[src/awm_cfg.svh]
// Purpose: constants for the analog window monitor
// Assumes: 32-bit apb data, one word per register
// Notes:   offsets are byte addresses
`ifndef AWM_CFG_SVH
`define AWM_CFG_SVH
`define AWM_OFF_CTRL     12'h000
`define AWM_OFF_GAIN     12'h004
`define AWM_OFF_OFFSET   12'h008
`define AWM_OFF_MARG_HI  12'h00C
`define AWM_OFF_MARG_LO  12'h010
`define AWM_OFF_SAMPLE   12'h014
`define AWM_OFF_STATUS   12'h018
`define AWM_OFF_REF      12'h01C
`define AWM_OFF_LIVE     12'h020
`define AWM_OFF_IRQ_STAT 12'h024
`define AWM_OFF_IRQ_MASK 12'h028
`define AWM_OFF_BLKSEL   12'h02C
`define AWM_CTRL_EN_BIT      0
`define AWM_CTRL_RETAIN_BIT  1
`define AWM_CTRL_HI_EXT_BIT  2
`define AWM_CTRL_LO_EXT_BIT  3
`define AWM_CTRL_SRC_LSB     4
`define AWM_CTRL_DP_LSB      6
`define AWM_GAIN_MAX     16'sd1000
`define AWM_OFFSET_MAX   16'sd10000
`define AWM_MARGIN_MAX   16'd20000
`define AWM_RST_GAIN     16'sd100
`define AWM_IRQ_ALARM_SET 0
`define AWM_IRQ_ALARM_CLR 1
`define AWM_IRQ_CAPTURE   2
`endif

[src/awm_pkg.sv]
// Purpose: types for the analog window monitor
// Assumes: nothing
// Notes:   none
package awm_pkg;
   typedef enum logic [1:0] {AWM_SRC_AIN, AWM_SRC_FLAG, AWM_SRC_BLOCK, AWM_SRC_AOUT} awm_src_type;
   typedef struct packed
   {
      logic signed [15:0] gain;
      logic signed [15:0] offset;
   } awm_scale_type;
   typedef struct packed
   {
      logic [15:0] hi;
      logic [15:0] lo;
   } awm_margin_type;
endpackage : awm_pkg

[src/awm_block_mem.sv]
// Purpose: small memory of other blocks' actual values
// Assumes: written by software, read by block number
// Notes:   read data is registered, one cycle latency
`timescale 1ns/1ps
`default_nettype none
module awm_block_mem #(
   parameter int DEPTH = 16,
   parameter int AW    = 4
) (
   input  wire logic              pclk,
   input  wire logic              wr_en,
   input  wire logic [AW-1:0]     wr_addr,
   input  wire logic [15:0]       wr_data,
   input  wire logic [AW-1:0]     rd_addr,
   output var  logic [15:0]       rd_data
);
   logic [15:0] mem [DEPTH];
   always_ff @(posedge pclk)
   begin
      if (wr_en)
         mem[wr_addr] <= wr_data;
      rd_data <= mem[rd_addr];
   end
endmodule : awm_block_mem
`default_nettype wire

[src/awm_monitor.sv]
// Purpose: analog window monitor with apb register access
// Assumes: pclk 10 MHz, sources are synchronous to pclk
// Notes:   power_loss_n low models loss of power to the block state
//
// The placing of the registers and the APB register port were chosen for this implementation.
`timescale 1ns/1ps
`default_nettype none
`include "awm_cfg.svh"
module awm_monitor
   import awm_pkg::*;
#(
   parameter int BLK_DEPTH = 16,
   parameter int BLK_AW    = 4
) (
   input  wire logic        pclk,
   input  wire logic        presetn,
   input  wire logic        psel,
   input  wire logic        penable,
   input  wire logic        pwrite,
   input  wire logic [11:0] paddr,
   input  wire logic [31:0] pwdata,
   output logic      [31:0] prdata,
   output logic             pready,
   output logic             pslverr,
   input  wire logic        cycle_tick,
   input  wire logic        enable_in,
   input  wire logic        power_loss_n,
   input  wire logic [15:0] analog_input_channel,
   input  wire logic [15:0] analog_flag,
   input  wire logic [15:0] analog_output_channel,
   output logic             alarm_out,
   output logic             irq
);
   logic [7:0]          ctrl_q;
   awm_scale_type       scale_q;
   awm_margin_type      marg_q;
   logic [15:0]         blk_sample_q;
   logic [31:0]         blk_sel_q;
   logic [2:0]          irq_stat_q;
   logic [2:0]          irq_mask_q;
   logic signed [15:0]  ref_raw_q;
   logic signed [31:0]  live_q;
   logic signed [31:0]  ref_q;
   logic                en_prev_q;
   logic                alarm_q;
   logic [15:0]         mem_rd;
   logic [BLK_AW-1:0]   mem_addr;
   logic                mem_wr;

   wire logic wr = psel & penable & pwrite;
   wire logic rd_acc = psel & penable & ~pwrite;
   assign pready = 1'b1;

   function automatic logic mapped(input logic [11:0] a);
      mapped = (a[1:0] == 2'b00) && (a <= `AWM_OFF_BLKSEL);
   endfunction : mapped

   function automatic logic signed [15:0] clip_s(input logic signed [31:0] v, input logic signed [15:0] lim);
      if (v > lim)
         clip_s = lim;
      else if (v < -lim)
         clip_s = -lim;
      else
         clip_s = v[15:0];
   endfunction : clip_s

   function automatic logic signed [31:0] scale(input logic signed [15:0] raw, input awm_scale_type s);
      logic signed [31:0] p;
      p = (32'(raw) * 32'(s.gain)) / 32'sd100;
      scale = p + 32'(s.offset);
   endfunction : scale

   assign pslverr = psel & penable & ~mapped(paddr);

   // control, scaling and margin registers; kept through power loss, cleared only by presetn
   always_ff @(posedge pclk or negedge presetn)
   begin
      if (!presetn)
      begin
         ctrl_q       <= 8'h00;
         scale_q      <= '{gain: `AWM_RST_GAIN, offset: 16'sh0000};
         marg_q       <= '{hi: 16'h0000, lo: 16'h0000};
         blk_sample_q <= 16'h0000;
         blk_sel_q    <= 32'h0000_0000;
      end
      else if (wr && mapped(paddr))
      begin
         unique case (paddr)
            `AWM_OFF_CTRL:    ctrl_q <= pwdata[7:0];
            `AWM_OFF_GAIN:    scale_q.gain <= clip_s(pwdata, `AWM_GAIN_MAX);
            `AWM_OFF_OFFSET:  scale_q.offset <= clip_s(pwdata, `AWM_OFFSET_MAX);
            `AWM_OFF_MARG_HI: marg_q.hi <= (pwdata > 32'(`AWM_MARGIN_MAX)) ? `AWM_MARGIN_MAX : pwdata[15:0];
            `AWM_OFF_MARG_LO: marg_q.lo <= (pwdata > 32'(`AWM_MARGIN_MAX)) ? `AWM_MARGIN_MAX : pwdata[15:0];
            `AWM_OFF_SAMPLE:  blk_sample_q <= pwdata[15:0];
            `AWM_OFF_BLKSEL:  blk_sel_q <= pwdata;
            default: ;
         endcase
      end
   end

   // block value table: pwdata bits [BLK_AW+15:16] select entry on write
   assign mem_wr = wr && (paddr == `AWM_OFF_BLKSEL) && pwdata[31];
   assign mem_addr = mem_wr ? pwdata[16 +: BLK_AW] : blk_sel_q[BLK_AW-1:0];

   awm_block_mem #(.DEPTH(BLK_DEPTH), .AW(BLK_AW)) u_mem (
      .pclk    (pclk),
      .wr_en   (mem_wr),
      .wr_addr (pwdata[16 +: BLK_AW]),
      .wr_data (pwdata[15:0]),
      .rd_addr (mem_addr),
      .rd_data (mem_rd)
   );

   logic signed [15:0] sample;
   always_comb
   begin
      unique case (awm_src_type'(ctrl_q[`AWM_CTRL_SRC_LSB +: 2]))
         AWM_SRC_AIN:   sample = analog_input_channel;
         AWM_SRC_FLAG:  sample = analog_flag;
         AWM_SRC_BLOCK: sample = blk_sample_q;
         AWM_SRC_AOUT:  sample = analog_output_channel;
      endcase
   end

   // margins: fixed constant or another block's value, clamped to range
   logic [15:0] m_hi_raw;
   logic [15:0] m_lo_raw;
   logic signed [31:0] m_hi;
   logic signed [31:0] m_lo;
   always_comb
   begin
      m_hi_raw = ctrl_q[`AWM_CTRL_HI_EXT_BIT] ? mem_rd : marg_q.hi;
      m_lo_raw = ctrl_q[`AWM_CTRL_LO_EXT_BIT] ? mem_rd : marg_q.lo;
      m_hi = (m_hi_raw > `AWM_MARGIN_MAX) ? 32'(`AWM_MARGIN_MAX) : 32'(m_hi_raw);
      m_lo = (m_lo_raw > `AWM_MARGIN_MAX) ? 32'(`AWM_MARGIN_MAX) : 32'(m_lo_raw);
   end

   wire logic en_now = enable_in | ctrl_q[`AWM_CTRL_EN_BIT];
   wire logic rise   = cycle_tick & en_now & ~en_prev_q;
   wire logic signed [31:0] live_s = scale(sample, scale_q);
   wire logic signed [31:0] ref_s  = scale(ref_raw_q, scale_q);
   wire logic outside = (live_s > ref_s + m_hi) || (live_s < ref_s - m_lo);

   // monitor state; ref_raw_q, en_prev_q and alarm_q lost on power loss unless retention is selected
   always_ff @(posedge pclk or negedge presetn)
   begin
      if (!presetn)
      begin
         ref_raw_q <= 16'sh0000;
         en_prev_q <= 1'b0;
         alarm_q   <= 1'b0;
         live_q    <= 32'sh0000_0000;
         ref_q     <= 32'sh0000_0000;
      end
      else if (!power_loss_n && !ctrl_q[`AWM_CTRL_RETAIN_BIT])
      begin
         ref_raw_q <= 16'sh0000;
         en_prev_q <= 1'b0;
         alarm_q   <= 1'b0;
      end
      else if (cycle_tick && power_loss_n)
      begin
         en_prev_q <= en_now;
         live_q    <= live_s;
         if (rise)
         begin
            ref_raw_q <= sample;
            ref_q     <= live_s;
            alarm_q   <= 1'b0;
         end
         else
         begin
            ref_q   <= ref_s;
            alarm_q <= en_now && outside;
         end
      end
   end
   assign alarm_out = alarm_q;

   // sticky events, write one to clear, set wins
   // a wipe on power loss also counts as the alarm clearing; a frozen block flags nothing
   logic [2:0] ev;
   wire logic tick_eval = cycle_tick & power_loss_n;
   wire logic wipe      = ~power_loss_n & ~ctrl_q[`AWM_CTRL_RETAIN_BIT];
   assign ev[`AWM_IRQ_ALARM_SET] = tick_eval & ~rise & en_now & outside & ~alarm_q;
   assign ev[`AWM_IRQ_ALARM_CLR] = alarm_q & (wipe | (tick_eval & (rise | ~(en_now & outside))));
   assign ev[`AWM_IRQ_CAPTURE]   = tick_eval & rise;

   always_ff @(posedge pclk or negedge presetn)
   begin
      if (!presetn)
      begin
         irq_stat_q <= 3'h0;
         irq_mask_q <= 3'h0;
      end
      else
      begin
         if (wr && paddr == `AWM_OFF_IRQ_MASK)
            irq_mask_q <= pwdata[2:0];
         irq_stat_q <= (irq_stat_q & ~((wr && paddr == `AWM_OFF_IRQ_STAT) ? pwdata[2:0] : 3'h0)) | ev;
      end
   end
   assign irq = |(irq_stat_q & irq_mask_q);

   // read mux, registered data out
   always_ff @(posedge pclk or negedge presetn)
   begin
      if (!presetn)
         prdata <= 32'h0000_0000;
      else if (psel && !penable && !pwrite)
      begin
         unique case (paddr)
            `AWM_OFF_CTRL:     prdata <= {24'h000000, ctrl_q};
            `AWM_OFF_GAIN:     prdata <= 32'(scale_q.gain);
            `AWM_OFF_OFFSET:   prdata <= 32'(scale_q.offset);
            `AWM_OFF_MARG_HI:  prdata <= {16'h0000, marg_q.hi};
            `AWM_OFF_MARG_LO:  prdata <= {16'h0000, marg_q.lo};
            `AWM_OFF_SAMPLE:   prdata <= {16'h0000, blk_sample_q};
            `AWM_OFF_STATUS:   prdata <= {29'h00000000, en_prev_q, en_now, alarm_q};
            `AWM_OFF_REF:      prdata <= ref_q;
            `AWM_OFF_LIVE:     prdata <= live_q;
            `AWM_OFF_IRQ_STAT: prdata <= {29'h00000000, irq_stat_q};
            `AWM_OFF_IRQ_MASK: prdata <= {29'h00000000, irq_mask_q};
            `AWM_OFF_BLKSEL:   prdata <= {16'h0000, mem_rd};
            default:           prdata <= 32'h0000_0000;
         endcase
      end
   end

   // assertions
   property p_alarm_low_when_off;
      @(posedge pclk) disable iff (!presetn)
      (cycle_tick && power_loss_n && !en_now) |=> !alarm_out;
   endproperty
   a_alarm_low_when_off: assert property (p_alarm_low_when_off) else $error("alarm high while disabled");

   property p_alarm_set;
      @(posedge pclk) disable iff (!presetn)
      (cycle_tick && power_loss_n && en_now && !rise && outside) |=> alarm_out;
   endproperty
   a_alarm_set: assert property (p_alarm_set) else $error("alarm not set outside band");

   property p_inside_clear;
      @(posedge pclk) disable iff (!presetn)
      (cycle_tick && power_loss_n && !outside) |=> !alarm_out;
   endproperty
   a_inside_clear: assert property (p_inside_clear) else $error("alarm high inside band");

   property p_capture;
      @(posedge pclk) disable iff (!presetn)
      (rise && power_loss_n) |=> (ref_raw_q == $past(sample));
   endproperty
   a_capture: assert property (p_capture) else $error("reference not captured");

   property p_ref_hold;
      @(posedge pclk) disable iff (!presetn)
      (!rise && power_loss_n) |=> $stable(ref_raw_q);
   endproperty
   a_ref_hold: assert property (p_ref_hold) else $error("reference changed without edge");

   property p_margin_range;
      @(posedge pclk) disable iff (!presetn)
      (marg_q.hi <= `AWM_MARGIN_MAX) && (marg_q.lo <= `AWM_MARGIN_MAX);
   endproperty
   a_margin_range: assert property (p_margin_range) else $error("margin out of range");

   property p_gain_range;
      @(posedge pclk) disable iff (!presetn)
      (scale_q.gain <= `AWM_GAIN_MAX) && (scale_q.gain >= -`AWM_GAIN_MAX)
      && (scale_q.offset <= `AWM_OFFSET_MAX) && (scale_q.offset >= -`AWM_OFFSET_MAX);
   endproperty
   a_gain_range: assert property (p_gain_range) else $error("gain or offset out of range");

   property p_live_scaled;
      @(posedge pclk) disable iff (!presetn)
      (cycle_tick && power_loss_n) |=> (live_q == $past(live_s));
   endproperty
   a_live_scaled: assert property (p_live_scaled) else $error("live value not updated");

   property p_power_loss;
      @(posedge pclk) disable iff (!presetn)
      (!power_loss_n && !ctrl_q[`AWM_CTRL_RETAIN_BIT]) |=> (!alarm_out && ref_raw_q == 16'sh0000);
   endproperty
   a_power_loss: assert property (p_power_loss) else $error("state kept without retention");

   property p_irq;
      @(posedge pclk) disable iff (!presetn)
      (irq_stat_q[`AWM_IRQ_ALARM_SET] && irq_mask_q[`AWM_IRQ_ALARM_SET]) |-> irq;
   endproperty
   a_irq: assert property (p_irq) else $error("irq not raised");

   // status bits stay until software writes a one to them
   property p_stat_sticky;
      @(posedge pclk) disable iff (!presetn)
      !(wr && paddr == `AWM_OFF_IRQ_STAT) |=> ((irq_stat_q & $past(irq_stat_q)) == $past(irq_stat_q));
   endproperty
   a_stat_sticky: assert property (p_stat_sticky) else $error("status bit lost without clear");

   property p_stat_w1c;
      @(posedge pclk) disable iff (!presetn)
      (wr && paddr == `AWM_OFF_IRQ_STAT) |=> ((irq_stat_q & $past(pwdata[2:0]) & ~$past(ev)) == 3'h0);
   endproperty
   a_stat_w1c: assert property (p_stat_w1c) else $error("status bit not cleared by write");

   property p_rise_flag;
      @(posedge pclk) disable iff (!presetn)
      $rose(alarm_out) |-> irq_stat_q[`AWM_IRQ_ALARM_SET];
   endproperty
   a_rise_flag: assert property (p_rise_flag) else $error("alarm set event not flagged");

   property p_fall_flag;
      @(posedge pclk) disable iff (!presetn)
      $fell(alarm_out) |-> irq_stat_q[`AWM_IRQ_ALARM_CLR];
   endproperty
   a_fall_flag: assert property (p_fall_flag) else $error("alarm clear event not flagged");

   property p_capture_flag;
      @(posedge pclk) disable iff (!presetn)
      (rise && power_loss_n) |=> irq_stat_q[`AWM_IRQ_CAPTURE];
   endproperty
   a_capture_flag: assert property (p_capture_flag) else $error("capture event not flagged");

   property p_unmapped_read;
      @(posedge pclk) disable iff (!presetn)
      (rd_acc && !mapped(paddr)) |-> (prdata == 32'h0000_0000 && pslverr);
   endproperty
   a_unmapped_read: assert property (p_unmapped_read) else $error("unmapped read not refused");

   c_capture: cover property (@(posedge pclk) disable iff (!presetn) rise ##[1:50] alarm_out);
   c_clear:   cover property (@(posedge pclk) disable iff (!presetn) alarm_out ##1 !alarm_out);
   c_retain:  cover property (@(posedge pclk) disable iff (!presetn) !power_loss_n && ctrl_q[`AWM_CTRL_RETAIN_BIT]);
   c_ext_margin: cover property (@(posedge pclk) disable iff (!presetn) ctrl_q[`AWM_CTRL_HI_EXT_BIT] && alarm_out);
endmodule : awm_monitor
`default_nettype wire

[config.mk]
export PLATFORM = sky130hd
export DESIGN_NAME = awm_monitor
export DESIGN_NICKNAME = d
export VERILOG_FILES = /design/src/awm_pkg.sv /design/src/awm_block_mem.sv /design/src/awm_monitor.sv
export VERILOG_INCLUDE_DIRS = /design/src
export SDC_FILE = /design/constraint.sdc
export NUM_CORES = 2
export LEC_CHECK = 0
export ABC_AREA = 1
export ABC_CLOCK_PERIOD_IN_PS = 35000
export BUFFER_PORTS_ARGS = -buffer_cell sky130_fd_sc_hd__buf_2
export CAP_MARGIN = 30
export CELL_PAD_IN_SITES_DETAIL_PLACEMENT = 1
export CELL_PAD_IN_SITES_GLOBAL_PLACEMENT = 1
export CORE_MARGIN = 8
export CORE_UTILIZATION = 36
export DETAILED_ROUTE_END_ITERATION = 8
export PLACE_DENSITY_LB_ADDON = 0.1
export SLEW_MARGIN = 20
export SYNTH_ARGS = -nofsm -noshare
export SYNTH_HDL_FRONTEND = slang
export SYNTH_SLANG_ARGS = --single-unit
[constraint.sdc]
create_clock -name pclk -period 35 [get_ports pclk]
set_clock_uncertainty 0.05 [all_clocks]
set_input_delay 1.75 -clock pclk [delete_from_list [all_inputs] [get_ports pclk]]
set_output_delay 1.75 -clock pclk [all_outputs]
set_load 0.01 [all_outputs]
==> results_dict.tcl <==
set metrics [dict create \
    crit_type "reg2reg" \
    post-cts-setup-buffers 0 \
    initial_core_util_pct 36.2 \
    grt_pass1_wl_mm 348 \
    status "finished, final reports clean" \
    grt_max_degree 86 \
    fp.dieH_um 426 \
    dp_hpwl_mm 183 \
    port_buffers 134 \
    wirelength_mm 224 \
    syn_to_final_growth_pct 8.57 \
    drc 0 \
    r2r-end "irq_stat_q[0]" \
    path_clk_slew_ns 0.06 \
    crit_end "irq_stat_q[0]" \
    cts.sinks 484 \
    cts_made_buffers 52 \
    die_area_sq_um 182000 \
    worstPathArrival_ns 30.96 \
    final.min_clock_period_ns 30.48 \
    netlist_instances 8062 \
    maxSlewViolCount 0 \
    grt.overflow.total 0 \
    synth_top_area_cell "fa_1" \
    synth_edf_count 256 \
    rows 150 \
    cp.required_ns 35.49 \
    synthesis.area_sq_um 60500 \
    synthFlopType "edfxtp_1" \
    synth_top_cell_area_share_pct 17.5 \
    fp.dieW_um 426 \
    wire_per_inst_um 21.6 \
    design_area_sq_um 65700 \
    finalHoldViolCount 0 \
    ys_seq_area_share_pct 22.0 \
    final_nets 9078 \
    h-tree-depth 2 \
    yosysWarnings 0 \
    cpMostUsedCell "nand2_2" \
    critPathLaunch "ctrl_q[5]" \
    ys_async_sr_fraction_pct 43.8 \
    fin_tns_setup_ns 0 \
    reg2reg_from "ctrl_q[5]" \
    slowest_stage "fa_1" \
    crit_cells 189 \
    tritoncts "built" \
    first_global_vias 56900 \
    relSlewSlack_pct 29.1 \
    max_freq_mhz 32.8 \
    rsz0062_at_grt "no" \
    critical_path.max_fanout 35 \
    r2r_slack_ns 4.52 \
    drt_iter0_markers 3265 \
    dr.pass1.iters 5 \
    coreArea_sq_um 167000 \
    vias_per_cell 5.19 \
    clk_path_buf_depth 3 \
    crit_path_end_kind "flop" \
    postRouteAntennaNets 0 \
    place_area_sq_um 63800 \
    path_delay_family "simple AND/OR/NAND/NOR gates" \
    hp-class "reg2reg" \
    routabilityCongestion 0.908 \
    synth_cell_types 89 \
    synthTopCellsByArea "fa_1 (17%), edfxtp_1 (13%), nand2_1 (11%)" \
    antenna_found_initial 12 \
    grt_use_total_pct 24.6 \
    place_ws_ns 3.96 \
    synth_area_per_cell_sq_um 7.51 \
    startpoint_type "flop" \
    ctsHoldBuffers 0 \
    cts_resized 0 \
    vias 53800 \
    finalSetupViolations 0 \
    synth_seq_cells 484 \
    period_share_pct 87.1 \
    io_pins 136 \
    critical_path.max_stage_delay_ns 0.99 \
    critical_path_buf_inv_count 18 \
    fin_util_pct 39.3 \
    setup_slack_ns 4.52 \
    final_layout_size_suffix_gt1_share_pct 11.4 \
    tightest_slew_ns 1.06 \
    worstSkewPairLatency_ns 0.65 \
    cts-root-buf "clkbuf_16" \
    ff2ff_path_depth 189 \
    maxCapViolCount 0 \
]
==> placed cells by master (no fill, tap or decap), types with 69 or more instances in the layout <==
cell type	count
inv_1	1462
dfrtp_1	208
o21ai_0	444
edfxtp_1	256
nand4_1	146
ha_1	324
a21oi_1	202
buf_2	133
xor2_1	212
inv_2	99
nor2_1	743
nand3_1	376
o22ai_1	69
nand2_4	106
buf_4	81
nand2_1	1729
nor3_1	70
fa_1	528
o21ai_1	76
nand2_2	192
==> state kept, by name, indices dropped and copies added (netlist names), 8 cells and up <==
register,flops
blk_sample_q,16
prdata,32
ref_raw_q,16
ctrl_q,8
live_q,32
u_mem.rd_data,16
scale_q,32
marg_q,32
ref_q,32
u_mem.mem,256
==> cell usage after synthesis (8+ instances only) <==
cell type	number
a211oi_1	11
a21o_1	8
a21oi_1	202
a221oi_1	46
a31oi_1	9
and2_1	9
buf_1	9
buf_6	8
clkbuf_1	190
clkinv_1	21
dfrtp_1	209
dfxtp_1	16
edfxtp_1	256
fa_1	528
ha_1	324
inv_1	1465
inv_2	97
nand2_1	1729
nand2_2	192
nand2_4	106
nand3_1	376
nand3_2	45
nand3b_1	14
nand4_1	146
nand4_2	23
nor2_1	744
nor2_2	35
nor2_4	27
nor3_1	72
nor4_1	27
o211ai_1	18
o21a_1	8
o21ai_0	450
o21ai_1	75
o21bai_1	27
o221ai_1	42
o22ai_1	70
o31ai_1	13
o32ai_1	15
or2_2	14
xnor2_1	58
xor2_1	213
==> worst min-delay path, delay by kind of cell, from the launching register on <==
| kind | cells | cell delay, ns |
|---|---|---|
| buffers and inverters | 1 | 0.04 |
| DFF | 1 | 0.35 |
| and+or+nand+nor | 1 | 0.06 |
==> area by class of cell <==
class	count	area [sq um]
Clock inverter	29	397
Inverter	1594	6050
Clock buffer	68	1410
Sequential cell	484	13300
Tap cell	2204	2760
Antenna cell	2	5.00
Multi-Input combinational cell	5768	40300
Fill cell	20700	101000
Timing Repair Buffer	226	1460
==> cells by family (layout without fill, tap and decap cells) <==
logic type	Yosys count	count (layout)	share of synthesized area, %
and+or+nand+nor	3590	3590	28.0
buffers and inverters	1811	1917	11.5
AOI/OAI and AO/OA	1039	1039	10.1
adders and majority gates	852	852	24.2
DFF	484	484	22.0
xor gates and xnor gates	279	279	4.14
muxes	5	5	0.0930
other	2	5	0.0124
==> layer usage <==
metal  up-vias  routed length [um]  share of wire, %  track usage (%)
met3       250                8830               3.9             2.06
li1      25600                   -                 -                -
met2      1037              106000                47             41.8
met1     26900              103000                46             33.9
met5         -                  26             0.012                0
met4         4                5950               2.7             5.85
==> worst min-delay path by stage <==
stage | end | cells after the start | start | slack, ns
after global placement | marg_q[15] | 2 | marg_q[15] | 0.41
final | marg_q[15] | 2 | marg_q[15] | 0.43
after global routing | live_q[3] | 2 | live_q[3] | 0.46
after detailed placement | marg_q[15] | 2 | marg_q[15] | 0.41
after floorplan | marg_q[15] | 2 | marg_q[15] | 0.39
after CTS | marg_q[15] | 2 | marg_q[15] | 0.43
==> metrics by stage <==
stage | hold slack (ns) | cells
6_report | 0.433 | 10400
5_1_grt | 0.464 | 10400
2_1_floorplan | 0.386 | 8063
3_5_place_dp | 0.408 | 10300
3_3_place_gp | 0.409 | 10300
4_1_cts | 0.430 | 10400
Power is not shown: default switching activity piles up to over one toggle a cycle in this logic, so the estimate is an artifact.
